--- src/timer16_consts.svh ---
// byte offsets, pwm top values and divider taps of the 16-bit timer core
`ifndef TIMER16_CONSTS_SVH
`define TIMER16_CONSTS_SVH

`define CAPTURE_LO_OFS   6'h26
`define CAPTURE_HI_OFS   6'h27
`define COMPARE_B_LO_OFS 6'h28
`define COMPARE_B_HI_OFS 6'h29
`define COMPARE_A_LO_OFS 6'h2a
`define COMPARE_A_HI_OFS 6'h2b
`define COUNTER_LO_OFS   6'h2c
`define COUNTER_HI_OFS   6'h2d

`define COUNTER_RST      16'h0000
`define COMPARE_RST      16'h0000
`define LATCH_RST        8'h00
`define COUNTER_MAX      16'hffff

`define TOP_8BIT         16'h00ff
`define TOP_9BIT         16'h01ff
`define TOP_10BIT        16'h03ff

`define DIV8_BITS        4'd3
`define DIV64_BITS       4'd6
`define DIV256_BITS      4'd8
`define DIV1024_BITS     4'd10

`endif

--- src/timer16_pkg.sv ---
// types shared by the 16-bit timer core and its prescaler
package timer16_pkg;

   typedef enum logic [2:0] {
      CS_STOP     = 3'h0,
      CS_DIV1     = 3'h1,
      CS_DIV8     = 3'h2,
      CS_DIV64    = 3'h3,
      CS_DIV256   = 3'h4,
      CS_DIV1024  = 3'h5,
      CS_EXT_FALL = 3'h6,
      CS_EXT_RISE = 3'h7
   } clock_select_t;

   typedef enum logic [1:0] {
      PWM_OFF   = 2'h0,
      PWM_8BIT  = 2'h1,
      PWM_9BIT  = 2'h2,
      PWM_10BIT = 2'h3
   } pwm_mode_t;

   typedef enum {DIR_UP, DIR_DOWN} count_dir_t;

   typedef struct packed {
      logic [5:0] addr;
      logic [7:0] wdata;
      logic       wr;
      logic       rd;
   } io_req_t;

   typedef struct packed {
      logic compare_a;
      logic compare_b;
      logic overflow;
   } timer_events_t;

endpackage

--- src/timer16_prescaler.sv ---
// timer tick source: cpu clock divider and synchronised external count pin
`timescale 1ns/100ps
`include "timer16_consts.svh"

module timer16_prescaler
   import timer16_pkg::*;
#(
   parameter int DIV_W = 10
) (
   input  wire logic          clk_i,
   input  wire logic          rst_n_i,
   input  wire clock_select_t clock_select_i,
   input  wire logic          external_count_pin_i,
   output logic               tick_o
);

   logic [DIV_W-1:0] div_r;
   logic [DIV_W-1:0] div_nxt;
   logic             pin_meta_r;
   logic             pin_sync_r;
   logic             pin_prev_r;
   logic             tick_r;
   logic             tick_nxt;
   logic             pin_rise;
   logic             pin_fall;

   function automatic logic low_ones(input logic [DIV_W-1:0] v, input logic [3:0] n);
      logic ok;
      ok = 1'b1;
      for (int i = 0; i < DIV_W; i++) begin
         if (i < int'(n) && !v[i]) begin
            ok = 1'b0;
         end
      end
      return ok;
   endfunction

   // edges only seen from the second stage on; one cpu period minimum per level
   assign pin_rise = pin_sync_r & ~pin_prev_r;
   assign pin_fall = ~pin_sync_r & pin_prev_r;

   always_comb begin
      div_nxt  = div_r + 1'b1;
      tick_nxt = 1'b0;
      unique case (clock_select_i)
         CS_STOP:     tick_nxt = 1'b0;
         CS_DIV1:     tick_nxt = 1'b1;
         CS_DIV8:     tick_nxt = low_ones(div_r, `DIV8_BITS);
         CS_DIV64:    tick_nxt = low_ones(div_r, `DIV64_BITS);
         CS_DIV256:   tick_nxt = low_ones(div_r, `DIV256_BITS);
         CS_DIV1024:  tick_nxt = low_ones(div_r, `DIV1024_BITS);
         CS_EXT_FALL: tick_nxt = pin_fall;
         CS_EXT_RISE: tick_nxt = pin_rise;
      endcase
   end

   always_ff @(posedge clk_i or negedge rst_n_i) begin
      if (!rst_n_i) begin
         div_r      <= '0;
         pin_meta_r <= 1'b0;
         pin_sync_r <= 1'b0;
         pin_prev_r <= 1'b0;
         tick_r     <= 1'b0;
      end else begin
         div_r      <= div_nxt;
         pin_meta_r <= external_count_pin_i;
         pin_sync_r <= pin_meta_r;
         pin_prev_r <= pin_sync_r;
         tick_r     <= tick_nxt;
      end
   end

   assign tick_o = tick_r;

   chk_stop_no_tick: assert property (@(posedge clk_i) disable iff (!rst_n_i)
      clock_select_i == CS_STOP && $past(clock_select_i) == CS_STOP |-> !tick_r)
      else $error("tick while clock select is stop");

   chk_ext_rise_tick: assert property (@(posedge clk_i) disable iff (!rst_n_i)
      clock_select_i == CS_EXT_RISE && pin_rise |=> tick_r)
      else $error("rising pin edge not counted");

endmodule

--- src/timer16_core.sv ---
// 16-bit timer core: counter, two compare registers and shared byte latch
`timescale 1ns/100ps
`include "timer16_consts.svh"

module timer16_core
   import timer16_pkg::*;
#(
   parameter int DIV_W = 10
) (
   input  wire logic          clk_i,
   input  wire logic          nrst_i,
   input  wire io_req_t       io_req_i,
   input  wire clock_select_t clock_select_i,
   input  wire logic          clear_on_match_a_i,
   input  wire pwm_mode_t     pwm_mode_i,
   input  wire logic          external_count_pin_i,
   input  wire logic [15:0]   capture_value_i,
   output logic [7:0]         io_rdata_o,
   output timer_events_t      events_o
);

   logic          rst_meta_r;
   logic          rst_n;
   logic          tick;

   logic [15:0]   counter_value_r;
   logic [15:0]   counter_value_nxt;
   logic [15:0]   compare_a_value_r;
   logic [15:0]   compare_a_value_nxt;
   logic [15:0]   compare_b_value_r;
   logic [15:0]   compare_b_value_nxt;
   logic [7:0]    latch_r;
   logic [7:0]    latch_nxt;
   logic [7:0]    rdata_r;
   logic [7:0]    rdata_nxt;
   count_dir_t    dir_r;
   count_dir_t    dir_nxt;
   logic          block_r;
   logic          block_nxt;
   logic          hit_a_prev_r;
   logic          hit_b_prev_r;
   timer_events_t events_r;
   timer_events_t events_nxt;

   logic          counter_load;
   logic [15:0]   load_value;
   logic          pwm_on;
   logic [15:0]   top;
   logic          hit_a;
   logic          hit_b;

   function automatic logic [15:0] pwm_top(input pwm_mode_t m);
      unique case (m)
         PWM_8BIT:  return `TOP_8BIT;
         PWM_9BIT:  return `TOP_9BIT;
         PWM_10BIT: return `TOP_10BIT;
         PWM_OFF:   return `COUNTER_MAX;
      endcase
   endfunction

   // unused high bits are forced to zero under pwm resolution
   function automatic logic [15:0] fit(input logic [15:0] v, input pwm_mode_t m);
      return v & pwm_top(m);
   endfunction

   // reset released through two flops; assertion stays asynchronous
   always_ff @(posedge clk_i or negedge nrst_i) begin
      if (!nrst_i) begin
         rst_meta_r <= 1'b0;
         rst_n      <= 1'b0;
      end else begin
         rst_meta_r <= 1'b1;
         rst_n      <= rst_meta_r;
      end
   end

   timer16_prescaler #(
      .DIV_W(DIV_W)
   ) u_prescaler (
      .clk_i                (clk_i),
      .rst_n_i              (rst_n),
      .clock_select_i       (clock_select_i),
      .external_count_pin_i (external_count_pin_i),
      .tick_o               (tick)
   );

   assign pwm_on = (pwm_mode_i != PWM_OFF);
   assign top    = pwm_top(pwm_mode_i);

   // both compares run all the time; a fresh counter write masks them
   assign hit_a = (counter_value_r == compare_a_value_r) && !block_r;
   assign hit_b = (counter_value_r == compare_b_value_r) && !block_r;

   // cpu byte port: one latch serves counter, both compares and capture
   always_comb begin
      latch_nxt           = latch_r;
      rdata_nxt           = 8'h00;
      compare_a_value_nxt = compare_a_value_r;
      compare_b_value_nxt = compare_b_value_r;
      counter_load        = 1'b0;
      load_value          = {latch_r, io_req_i.wdata};
      if (io_req_i.wr) begin
         unique case (io_req_i.addr)
            `COUNTER_HI_OFS,
            `COMPARE_A_HI_OFS,
            `COMPARE_B_HI_OFS: latch_nxt = io_req_i.wdata;
            `COUNTER_LO_OFS:   counter_load = 1'b1;
            `COMPARE_A_LO_OFS:
               compare_a_value_nxt = fit({latch_r, io_req_i.wdata}, pwm_mode_i);
            `COMPARE_B_LO_OFS:
               compare_b_value_nxt = fit({latch_r, io_req_i.wdata}, pwm_mode_i);
            default: ;
         endcase
      end else if (io_req_i.rd) begin
         unique case (io_req_i.addr)
            `COUNTER_LO_OFS: begin
               rdata_nxt = counter_value_r[7:0];
               latch_nxt = counter_value_r[15:8];
            end
            `CAPTURE_LO_OFS: begin
               rdata_nxt = capture_value_i[7:0];
               latch_nxt = capture_value_i[15:8];
            end
            `COUNTER_HI_OFS,
            `CAPTURE_HI_OFS:   rdata_nxt = latch_r;
            `COMPARE_A_LO_OFS: rdata_nxt = compare_a_value_r[7:0];
            `COMPARE_A_HI_OFS: rdata_nxt = compare_a_value_r[15:8];
            `COMPARE_B_LO_OFS: rdata_nxt = compare_b_value_r[7:0];
            `COMPARE_B_HI_OFS: rdata_nxt = compare_b_value_r[15:8];
            default:           rdata_nxt = 8'h00;
         endcase
      end
   end

   always_ff @(posedge clk_i or negedge rst_n) begin
      if (!rst_n) begin
         latch_r           <= `LATCH_RST;
         rdata_r           <= 8'h00;
         compare_a_value_r <= `COMPARE_RST;
         compare_b_value_r <= `COMPARE_RST;
      end else begin
         latch_r           <= latch_nxt;
         rdata_r           <= rdata_nxt;
         compare_a_value_r <= compare_a_value_nxt;
         compare_b_value_r <= compare_b_value_nxt;
      end
   end

   // counter; a cpu load wins over a tick in the same cycle
   always_comb begin
      counter_value_nxt = counter_value_r;
      dir_nxt           = dir_r;
      block_nxt         = block_r;
      events_nxt        = '0;
      if (counter_load) begin
         counter_value_nxt = fit(load_value, pwm_mode_i);
         block_nxt         = 1'b1;
      end else if (tick) begin
         block_nxt = 1'b0;
         if (pwm_on) begin
            if (clear_on_match_a_i) begin
               dir_nxt = DIR_UP;
               if (counter_value_r >= top) begin
                  counter_value_nxt = 16'h0000;
                  events_nxt.overflow = 1'b1;
               end else begin
                  counter_value_nxt = counter_value_r + 16'h0001;
               end
            end else if (dir_r == DIR_UP) begin
               if (counter_value_r >= top) begin
                  dir_nxt           = DIR_DOWN;
                  counter_value_nxt = top - 16'h0001;
               end else begin
                  counter_value_nxt = counter_value_r + 16'h0001;
               end
            end else begin
               if (counter_value_r == 16'h0000) begin
                  dir_nxt             = DIR_UP;
                  counter_value_nxt   = 16'h0001;
                  events_nxt.overflow = 1'b1;
               end else begin
                  counter_value_nxt = counter_value_r - 16'h0001;
               end
            end
         end else if (clear_on_match_a_i && hit_a) begin
            counter_value_nxt = 16'h0000;
         end else begin
            counter_value_nxt   = counter_value_r + 16'h0001;
            events_nxt.overflow = (counter_value_r == `COUNTER_MAX);
         end
      end
      // a value held over many cpu cycles flags once, on arrival
      events_nxt.compare_a = hit_a && !hit_a_prev_r;
      events_nxt.compare_b = hit_b && !hit_b_prev_r;
   end

   always_ff @(posedge clk_i or negedge rst_n) begin
      if (!rst_n) begin
         counter_value_r <= `COUNTER_RST;
         dir_r           <= DIR_UP;
         block_r         <= 1'b0;
         hit_a_prev_r    <= 1'b0;
         hit_b_prev_r    <= 1'b0;
         events_r        <= '0;
      end else begin
         counter_value_r <= counter_value_nxt;
         dir_r           <= dir_nxt;
         block_r         <= block_nxt;
         hit_a_prev_r    <= hit_a;
         hit_b_prev_r    <= hit_b;
         events_r        <= events_nxt;
      end
   end

   assign io_rdata_o = rdata_r;
   assign events_o   = events_r;

   chk_clear_on_a: assert property (@(posedge clk_i) disable iff (!rst_n)
      tick && !pwm_on && clear_on_match_a_i && !counter_load && !block_r
      && counter_value_r == compare_a_value_r |=> counter_value_r == 16'h0000)
      else $error("counter not cleared after compare A match");

   chk_free_count: assert property (@(posedge clk_i) disable iff (!rst_n)
      tick && !pwm_on && !clear_on_match_a_i && !counter_load
      |=> counter_value_r == $past(counter_value_r) + 16'h0001)
      else $error("counter did not increment");

   chk_hold_no_tick: assert property (@(posedge clk_i) disable iff (!rst_n)
      !tick && !counter_load |=> $stable(counter_value_r))
      else $error("counter moved without a tick");

   chk_pwm_wrap: assert property (@(posedge clk_i) disable iff (!rst_n)
      tick && pwm_on && clear_on_match_a_i && !counter_load && counter_value_r == top
      |=> counter_value_r == 16'h0000)
      else $error("pwm wrap mode did not return to zero at top");

   chk_pwm_turn: assert property (@(posedge clk_i) disable iff (!rst_n)
      tick && pwm_on && !clear_on_match_a_i && !counter_load && counter_value_r == top
      |=> dir_r == DIR_DOWN && counter_value_r == $past(top) - 16'h0001)
      else $error("pwm up/down mode did not turn at top");

   chk_high_latched: assert property (@(posedge clk_i) disable iff (!rst_n)
      io_req_i.wr && io_req_i.addr == `COUNTER_HI_OFS
      |=> latch_r == $past(io_req_i.wdata) && ($stable(counter_value_r[15:8]) || $past(tick)))
      else $error("counter high write not held in latch");

   chk_low_read: assert property (@(posedge clk_i) disable iff (!rst_n)
      !io_req_i.wr && io_req_i.rd && io_req_i.addr == `COUNTER_LO_OFS
      |=> latch_r == $past(counter_value_r[15:8]) && io_rdata_o == $past(counter_value_r[7:0]))
      else $error("counter low read did not fill latch");

   chk_load_resume: assert property (@(posedge clk_i) disable iff (!rst_n)
      counter_load && !pwm_on |=> counter_value_r == $past(load_value))
      else $error("counter load value not taken");

   chk_write_blocks: assert property (@(posedge clk_i) disable iff (!rst_n)
      counter_load |=> (!events_nxt.compare_a && !events_nxt.compare_b)
      ##1 ($past(tick) || !events_nxt.compare_a && !events_nxt.compare_b))
      else $error("compare event during blocked timer cycle");

   chk_flag_timing: assert property (@(posedge clk_i) disable iff (!rst_n)
      hit_a && !hit_a_prev_r |=> events_o.compare_a)
      else $error("compare A flag not one cycle after match");

   chk_compare_commit: assert property (@(posedge clk_i) disable iff (!rst_n)
      io_req_i.wr && io_req_i.addr == `COMPARE_B_LO_OFS && !pwm_on
      |=> compare_b_value_r == {$past(latch_r), $past(io_req_i.wdata)})
      else $error("compare B low write did not commit both bytes");

endmodule

--- config.mk ---
export PLATFORM = sky130hd
export DESIGN_NAME = timer16_core
export DESIGN_NICKNAME = d
export VERILOG_FILES = /design/src/timer16_pkg.sv /design/src/timer16_prescaler.sv /design/src/timer16_core.sv
export VERILOG_INCLUDE_DIRS = /design/src
export SDC_FILE = /design/constraint.sdc
export NUM_CORES = 1
export LEC_CHECK = 0
export BUFFER_PORTS_ARGS = -buffer_cell sky130_fd_sc_hd__buf_2
export CAP_MARGIN = 0
export CORE_AREA = 8 8 132 134
export CTS_CLUSTER_DIAMETER = 30
export DETAILED_ROUTE_END_ITERATION = 7
export DIE_AREA = 0 0 140 142
export SLEW_MARGIN = 20
export SYNTH_ARGS = -nofsm -noshare
export SYNTH_HDL_FRONTEND = slang
export SYNTH_HIERARCHICAL = 1
export SYNTH_SLANG_ARGS = --single-unit
export TNS_END_PERCENT = 1
--- constraint.sdc ---
create_clock -name clk_i -period 2.8 [get_ports clk_i]
set_input_delay 0.14 -clock clk_i [delete_from_list [all_inputs] [get_ports clk_i]]
set_output_delay 0.14 -clock clk_i [all_outputs]
set_load 0.02 [all_outputs]
==> flow_summary.json, run 1 <==
{
  "outcome": "complete, no violations",
  "via_per_inst": 6.10,
  "antenna_found_initial": 0,
  "dp_hpwl_mm": 13.7,
  "gp_congestion": 0.917,
  "synth-seq-cells": 87,
  "worst_pin_slew_ns": 0.907,
  "start_util_pct": 35.8,
  "clk_pin_slew_ns": 0.07,
  "setup_violations": 0,
  "areaGrowthSynthToFinish_pct": 16.9,
  "cts_setup_buffers": 0,
  "start_kind": "flop",
  "ys_types": 80,
  "grt_pass1_wl_mm": 28.8,
  "final_nets": 700,
  "rsz0062_at_grt": "yes",
  "worstPathRequired_ns": 3.04,
  "clk_path_buf_depth": 2,
  "ios": 52,
  "period_needed_ns": 2.73,
  "critPathBufInv": 0,
  "fmax_mhz": 366,
  "drt_pass1_iterations": 5,
  "hold_violations": 0,
  "fp.dieW_um": 140,
  "cts_buffers": 9,
  "drt-initial-drc-count": 696,
  "clock-skew-final_ns": 0.00858,
  "end_kind": "flop",
  "max_slew_margin_pct": 39.4,
  "clock_tree.root_cell": "clkbuf_16",
  "path_delay_family": "compound AO/OA/AOI/OAI gates",
  "pre_cts_ws_ns": 0.0318,
  "p_per_area_mw_per_mm2": 709,
  "cts_tree": "yes",
  "drc": 0,
  "grt_pass1_vias": 5089,
  "grt.total_usage_pct": 18.7,
  "clk_latency_ns": 0.35,
  "drive_gt1_share_pct": 24.5,
  "slowest_stage": "o32ai_1",
  "fin_ws_ns": 0.0710,
  "rows": 46,
  "cts.sinks": 87,
  "port_buffers": 51,
  "crit_chain": "xor2_1, nor4_2, nand3_1, o32ai_1, a21oi_4, a221oi_2, o31ai_2",
  "synthesis.nets": 638,
  "die_h_um": 142,
  "synth-edff-count": 0,
  "fin_util_pct": 41.9,
  "p_leak_nw": 2.81,
  "num_antenna_cells": 0,
  "slew_violations": 0,
  "antenna_left": 0,
  "synth.cell_area_mm2": 0.00553,
  "syn_inst": 582,
  "grt_max_degree": 48,
  "wirelength_mm": 18.5,
  "grt-ovfl-total": 0,
  "syn_area_per_cell_um2": 9.50,
  "dieArea_mm2": 0.0199,
  "vias": 5133,
  "synth_flop_cell": "dfrtp_1",
  "critPathKind": "reg -> reg",
  "wl_per_cell_um": 22.0,
  "hp-class": "in -> reg",
  "fin_crit_sh_pct": 97.5,
  "h-tree-depth": 3,
  "cp_max_fo": 8,
  "arrival_ns": 2.97,
  "critical_path.max_stage_delay_ns": 0.68,
  "postSynth.asyncResetShare_pct": 100,
  "maxCapViolations": 0,
  "fp.coreArea_mm2": 0.0154,
  "synth_warnings": 6,
  "peakVddDrop_v": 0.000311,
  "ys_seq_area_share_pct": 39.4
}
state kept, by name, summed over array words and instances (netlist names):
| signal | cells |
|---|---|
| io_rdata_o | 8 |
| u_prescaler/pin_sync_r | 1 |
| counter_value_r | 16 |
| dir_r | 1 |
| u_prescaler/tick_o | 1 |
| rst_meta_r | 1 |
| rst_n | 1 |
| events_o | 3 |
| u_prescaler/pin_meta_r | 1 |
| latch_r | 8 |
| compare_b_value_r | 16 |
| hit_a_prev_r | 1 |
| block_r | 1 |
| compare_a_value_r | 16 |
| hit_b_prev_r | 1 |
| u_prescaler/pin_prev_r | 1 |
| u_prescaler/div_r | 10 |
cells by family after synthesis:
family          synth area share, %
flops                          39.4
mux                            6.54
simple gates                   17.6
xor+xnor                       7.88
fa+ha+maj                      3.40
compound gates                 20.6
buf+inv                        4.55
other cells                  0.0679
final cells by class:
cell class	instances	area, um^2
Timing Repair Buffer	89	571
Sequential cell	87	2180
Multi-Input combinational cell	442	3110
Inverter	15	56.3
Fill cell	1562	8970
Clock buffer	9	225
Clock inverter	7	72.6
Tap cell	192	240
path summary, 6_finish.rpt:
path                                                   from                               end  slack (ns)  depth (start not counted)
setup / recovery             counter_value_r[4]$_DFFE_PN0P_    counter_value_r[2]$_DFFE_PN0P_        0.07                          7
hold / removal                            clock_select_i[2]      u_prescaler/tick_o$_DFF_PN0_        0.02                          2
setup reg to reg             counter_value_r[4]$_DFFE_PN0P_    counter_value_r[2]$_DFFE_PN0P_        0.07                          7
hold reg to reg            u_prescaler/pin_meta_r$_DFF_PN0_  u_prescaler/pin_sync_r$_DFF_PN0_        0.36                          0
max in group asynchronous                   rst_n$_DFF_PN0_   counter_value_r[10]$_DFFE_PN0P_        1.72                          1
min in group asynchronous                            nrst_i                   rst_n$_DFF_PN0_        0.08                          2
per-stage QoR:
step / instances / power [mW] / TNS [ns] / instance area (um^2) / hold WS [ns]
global placement: 823 / 3.30 / -0.00201 / 6130 / -0.0747
global route: 841 / 4.80 / -0.00771 / 6460 / 0.0342
detailed placement: 823 / 3.33 / 0 / 6130 / -0.0744
finish: 841 / 4.58 / 0 / 6460 / 0.0183
CTS: 841 / 4.56 / 0 / 6440 / 0.00911
floorplan: 582 / 2.75 / 0 / 5530 / -0.156
cells in the mapped netlist, types with 4 or more instances:
cell	instances	share of area, %
dfrtp_1	87	39
nand2_1	66	4.5
o21ai_0	47	4.3
xor2_1	34	5.4
mux2_2	25	5.1
nor2_1	25	1.7
a22oi_1	20	2.7
clkbuf_1	20	1.4
a21oi_1	17	1.5
nand3_1	16	1.4
a31oi_1	15	1.7
ha_1	15	3.4
inv_1	15	1.0
nor3_1	12	1.1
xnor2_1	12	1.9
nor4_1	10	1.1
buf_2	9	0.81
nand4_1	9	1.0
a222oi_1	8	1.4
mux2i_1	8	1.4
and3_1	7	0.79
buf_6	5	1.0
a211oi_1	4	0.54
a21boi_0	4	0.54
and2_1	4	0.45
nor3_2	4	0.72
o21ai_1	4	0.36
power breakdown:
part	internal (mW)	switching [mW]	leakage, nW	total (mW)
sequential	1.44	0.339	1.12	1.77
combinational	0.683	0.897	1.54	1.58
clock	0.631	0.596	0.143	1.23
total	2.75	1.83	2.81	4.58
what timing repair did:
| item | 4_1_cts | 5_1_grt |
|---|---|---|
| setup endpoints to repair | 0 | 6 |
| gates resized for setup | 0 | 3 |
| hold endpoints to repair | 3 | 0 |
| hold buffers | 2 | 0 |
placed cells by master, fill, tap and decap left out, drive strengths merged, types with 8 or more instances in the layout:
cell type	count
dfrtp	87
buf	87
xnor2	14
o21ai	53
clkbuf	9
inv	19
a31oi	15
mux2i	8
nand4	10
nand2	67
nor4	12
ha	15
nor2	25
nor3	16
mux2	25
a22oi	20
a222oi	8
nand3	16
xor2	34
a21oi	18
metal layers:
layer  up-vias  track usage, %  part of all wire (%)
met5         -               0                     0
met4         0            9.31                   3.7
met3        57            3.29                   6.4
met2       263            30.1                    47
met1      2522            23.7                    43
li1       2291               -                     -
Power figures use the tool's default switching activity.
==> run 2, diff against run 1 <==
--- a/config.mk
+++ b/config.mk
@@ -8,10 +8,11 @@
 export LEC_CHECK = 0
 export BUFFER_PORTS_ARGS = -buffer_cell sky130_fd_sc_hd__buf_2
 export CAP_MARGIN = 0
-export CORE_AREA = 8 8 132 134
+export CORE_AREA = 2 2 126 128
 export CTS_CLUSTER_DIAMETER = 30
 export DETAILED_ROUTE_END_ITERATION = 7
-export DIE_AREA = 0 0 140 142
+export DIE_AREA = 0 0 128 130
+export PLACE_DENSITY = 0.51
 export SLEW_MARGIN = 20
 export SYNTH_ARGS = -nofsm -noshare
 export SYNTH_HDL_FRONTEND = slang
==> constraint.sdc (replaced) <==
create_clock -name clk_i -period 3.5 [get_ports clk_i]
set_input_delay 0.175 -clock clk_i [delete_from_list [all_inputs] [get_ports clk_i]]
set_output_delay 0.175 -clock clk_i [all_outputs]
set_load 0.02 [all_outputs]
==> run 2 against run 1 <==
Total power down 23%. Via count down 5.4%. Critical path depth rose by 1. Die area is 16% lower. Clock power shrank 21%. Wire length is 5.9% lower. Utilization shrank 0.92 points. Global-route usage rose by 3.2 points. Sequential power down 14%. Highest routed layer unchanged. Register-to-register slack better by 0.58 ns. Largest cell class unchanged.
==> flow_summary.json, run 2 (same netlist as run 1, synthesis figures left out) <==
{
  "outcome": "complete, no violations",
  "num_antenna_cells": 0,
  "ios": 52,
  "fmax_mhz": 351,
  "rsz0062_at_grt": "no",
  "gp_congestion": 0.880,
  "reg_top3": "compare_a_value_r: 16 flops, compare_b_value_r: 16 flops, counter_value_r: 16 flops",
  "fin_crit_sh_pct": 81.5,
  "dp_hpwl_mm": 12.8,
  "worstPathRequired_ns": 3.76,
  "hold-worst-slack_ns": 0.0649,
  "setup_violations": 0,
  "antenna_found_initial": 0,
  "regArea_mm2": 0.00218,
  "clk_path_buf_depth": 2,
  "gr-usage-met3_pct": 3.53,
  "wl_per_cell_um": 21.2,
  "hp-class": "in -> reg",
  "grt-ovfl-total": 0,
  "multiInputGateArea_mm2": 0.00310,
  "critPathKind": "reg -> reg",
  "crit_end": "counter_value_r[7]$_DFFE_PN0P_",
  "ff2ff_path_depth": 8,
  "start_kind": "flop",
  "port_buffers": 51,
  "end_kind": "flop",
  "h-tree-depth": 3,
  "antenna_left": 0,
  "max_slew_margin_pct": 27.0,
  "grt_max_degree": 82,
  "reg2reg_from": "counter_value_r[0]$_DFFE_PN0P_",
  "clock_tree.root_cell": "clkbuf_16",
  "clk_pin_slew_ns": 0.07,
  "drt-initial-drc-count": 493,
  "grt.total_usage_pct": 21.9,
  "layout_common_cells": "dfrtp_1, nand2_1, buf_2",
  "grt_pass1_vias": 4815,
  "cp_max_fo": 12,
  "peakVddDrop_v": 0.000240,
  "start_util_pct": 35.8,
  "drive_gt1_share_pct": 22.3,
  "cts_tree": "yes",
  "worst_r2r_endpoint": "counter_value_r[7]$_DFFE_PN0P_",
  "final_nets": 683,
  "p_comb_share_pct": 29.0,
  "grt_pass1_wl_mm": 27.7,
  "clock-skew-final_ns": 0.00733,
  "via_per_inst": 5.89,
  "clk_latency_ns": 0.35,
  "met1_usage_pct": 30.7,
  "p_clk_share_pct": 27.7,
  "die_h_um": 130,
  "wirelength_mm": 17.4,
  "cts_setup_buffers": 0,
  "switching_share_pct": 39.9,
  "dieArea_mm2": 0.0166,
  "vias": 4857,
  "min_delay_path_depth": 2,
  "maxCapViolations": 0,
  "final_common_cell": "dfrtp_1",
  "cts.sinks": 87,
  "period_needed_ns": 2.85,
  "arrival_ns": 3.11,
  "seqPwrFrac_pct": 43.4,
  "rows": 46,
  "r2r_setup_slack_ns": 0.65,
  "areaGrowthSynthToFinish_pct": 14.3,
  "p_leak_nw": 2.72,
  "use_met2_pct": 34.4,
  "cts_buffers": 9,
  "fp.coreArea_mm2": 0.0154,
  "fill_cells": 1572,
  "critPathLaunch": "counter_value_r[0]$_DFFE_PN0P_",
  "worst_pin_slew_ns": 1.09,
  "drc": 0,
  "p_int_mw": 2.11,
  "drt_pass1_iterations": 6,
  "fp.dieW_um": 128,
  "fin_setup_tns_ns": 0,
  "p_per_area_mw_per_mm2": 556,
  "hold_violations": 0,
  "p_sw_mw": 1.40,
  "slew_violations": 0,
  "grt.busiest_layer": "met2"
}
[run 2: cell count changes in the layout (fill, tap and decap cells not counted), sizes merged]
| cell | delta |
|---|---|
| buf | -17 |
[run 2: timing repair]
| action | in CTS | in global routing |
|---|---|---|
| resized for setup | 0 | 0 |
| hold buffers | 2 | 0 |
| endpoints found under the hold margin | 3 | 0 |
[run 2: power groups by stage]
stage | registers (mW) | clock network, mW | logic [mW]
after floorplan | 1.29 | 0 | 0.904
after global placement | 1.53 | 0 | 0.978
after detailed placement | 1.54 | 0 | 0.988
after CTS | 1.52 | 1.00 | 0.993
after global routing | 1.55 | 1.04 | 1.13
final | 1.52 | 0.973 | 1.02
[run 2: routing by layer]
metal	share of wire [%]	routed length [um]
met3	5.7	1000
met4	2.4	411
met2	46	7940
met1	46	8080
met5	0	0
[run 2: layout make-up]
cell class	instances	share of cell area (%)
multi-input combinational	442	49.1
sequential	87	34.5
timing repair buffer	72	6.93
tap	192	3.80
clock buffer	9	3.57
clock inverter	7	1.15
inverter	15	0.891
[run 2: metrics by stage]
stage	utilization [%]	setup slack (ns)	area [um^2]	total power, mW	instances
3_3_place_gp	38.7	0.676	5970	2.50	805
5_1_grt	41.0	0.455	6320	3.72	824
2_1_floorplan	-	0.861	5530	2.20	582
4_1_cts	40.8	0.677	6290	3.52	823
6_report	41.0	0.648	6320	3.51	824
3_5_place_dp	38.7	0.693	5970	2.53	805
[run 2: worst min path at each step]
stage,start,endpoint,slack [ns]
6_report,clock_select_i[2],u_prescaler/tick_o$_DFF_PN0_,0.06
3_5_place_dp,nrst_i,rst_meta_r$_DFF_PN0_,-0.04
4_1_cts,clock_select_i[2],u_prescaler/tick_o$_DFF_PN0_,0.05
5_1_grt,clock_select_i[2],u_prescaler/tick_o$_DFF_PN0_,0.06
2_1_floorplan,nrst_i,rst_meta_r$_DFF_PN0_,-0.12
3_3_place_gp,nrst_i,rst_meta_r$_DFF_PN0_,-0.04
[run 2: worst max-delay path, cell delays in order, from the launching register on]
cell,delay [ns]
dfrtp_1,0.62
ha_1,0.33
nand4_2,0.24
o31ai_2,0.33
o21bai_1,0.14
a2111o_1,0.56
o21ai_0,0.15
a22oi_1,0.12
a41oi_1,0.26
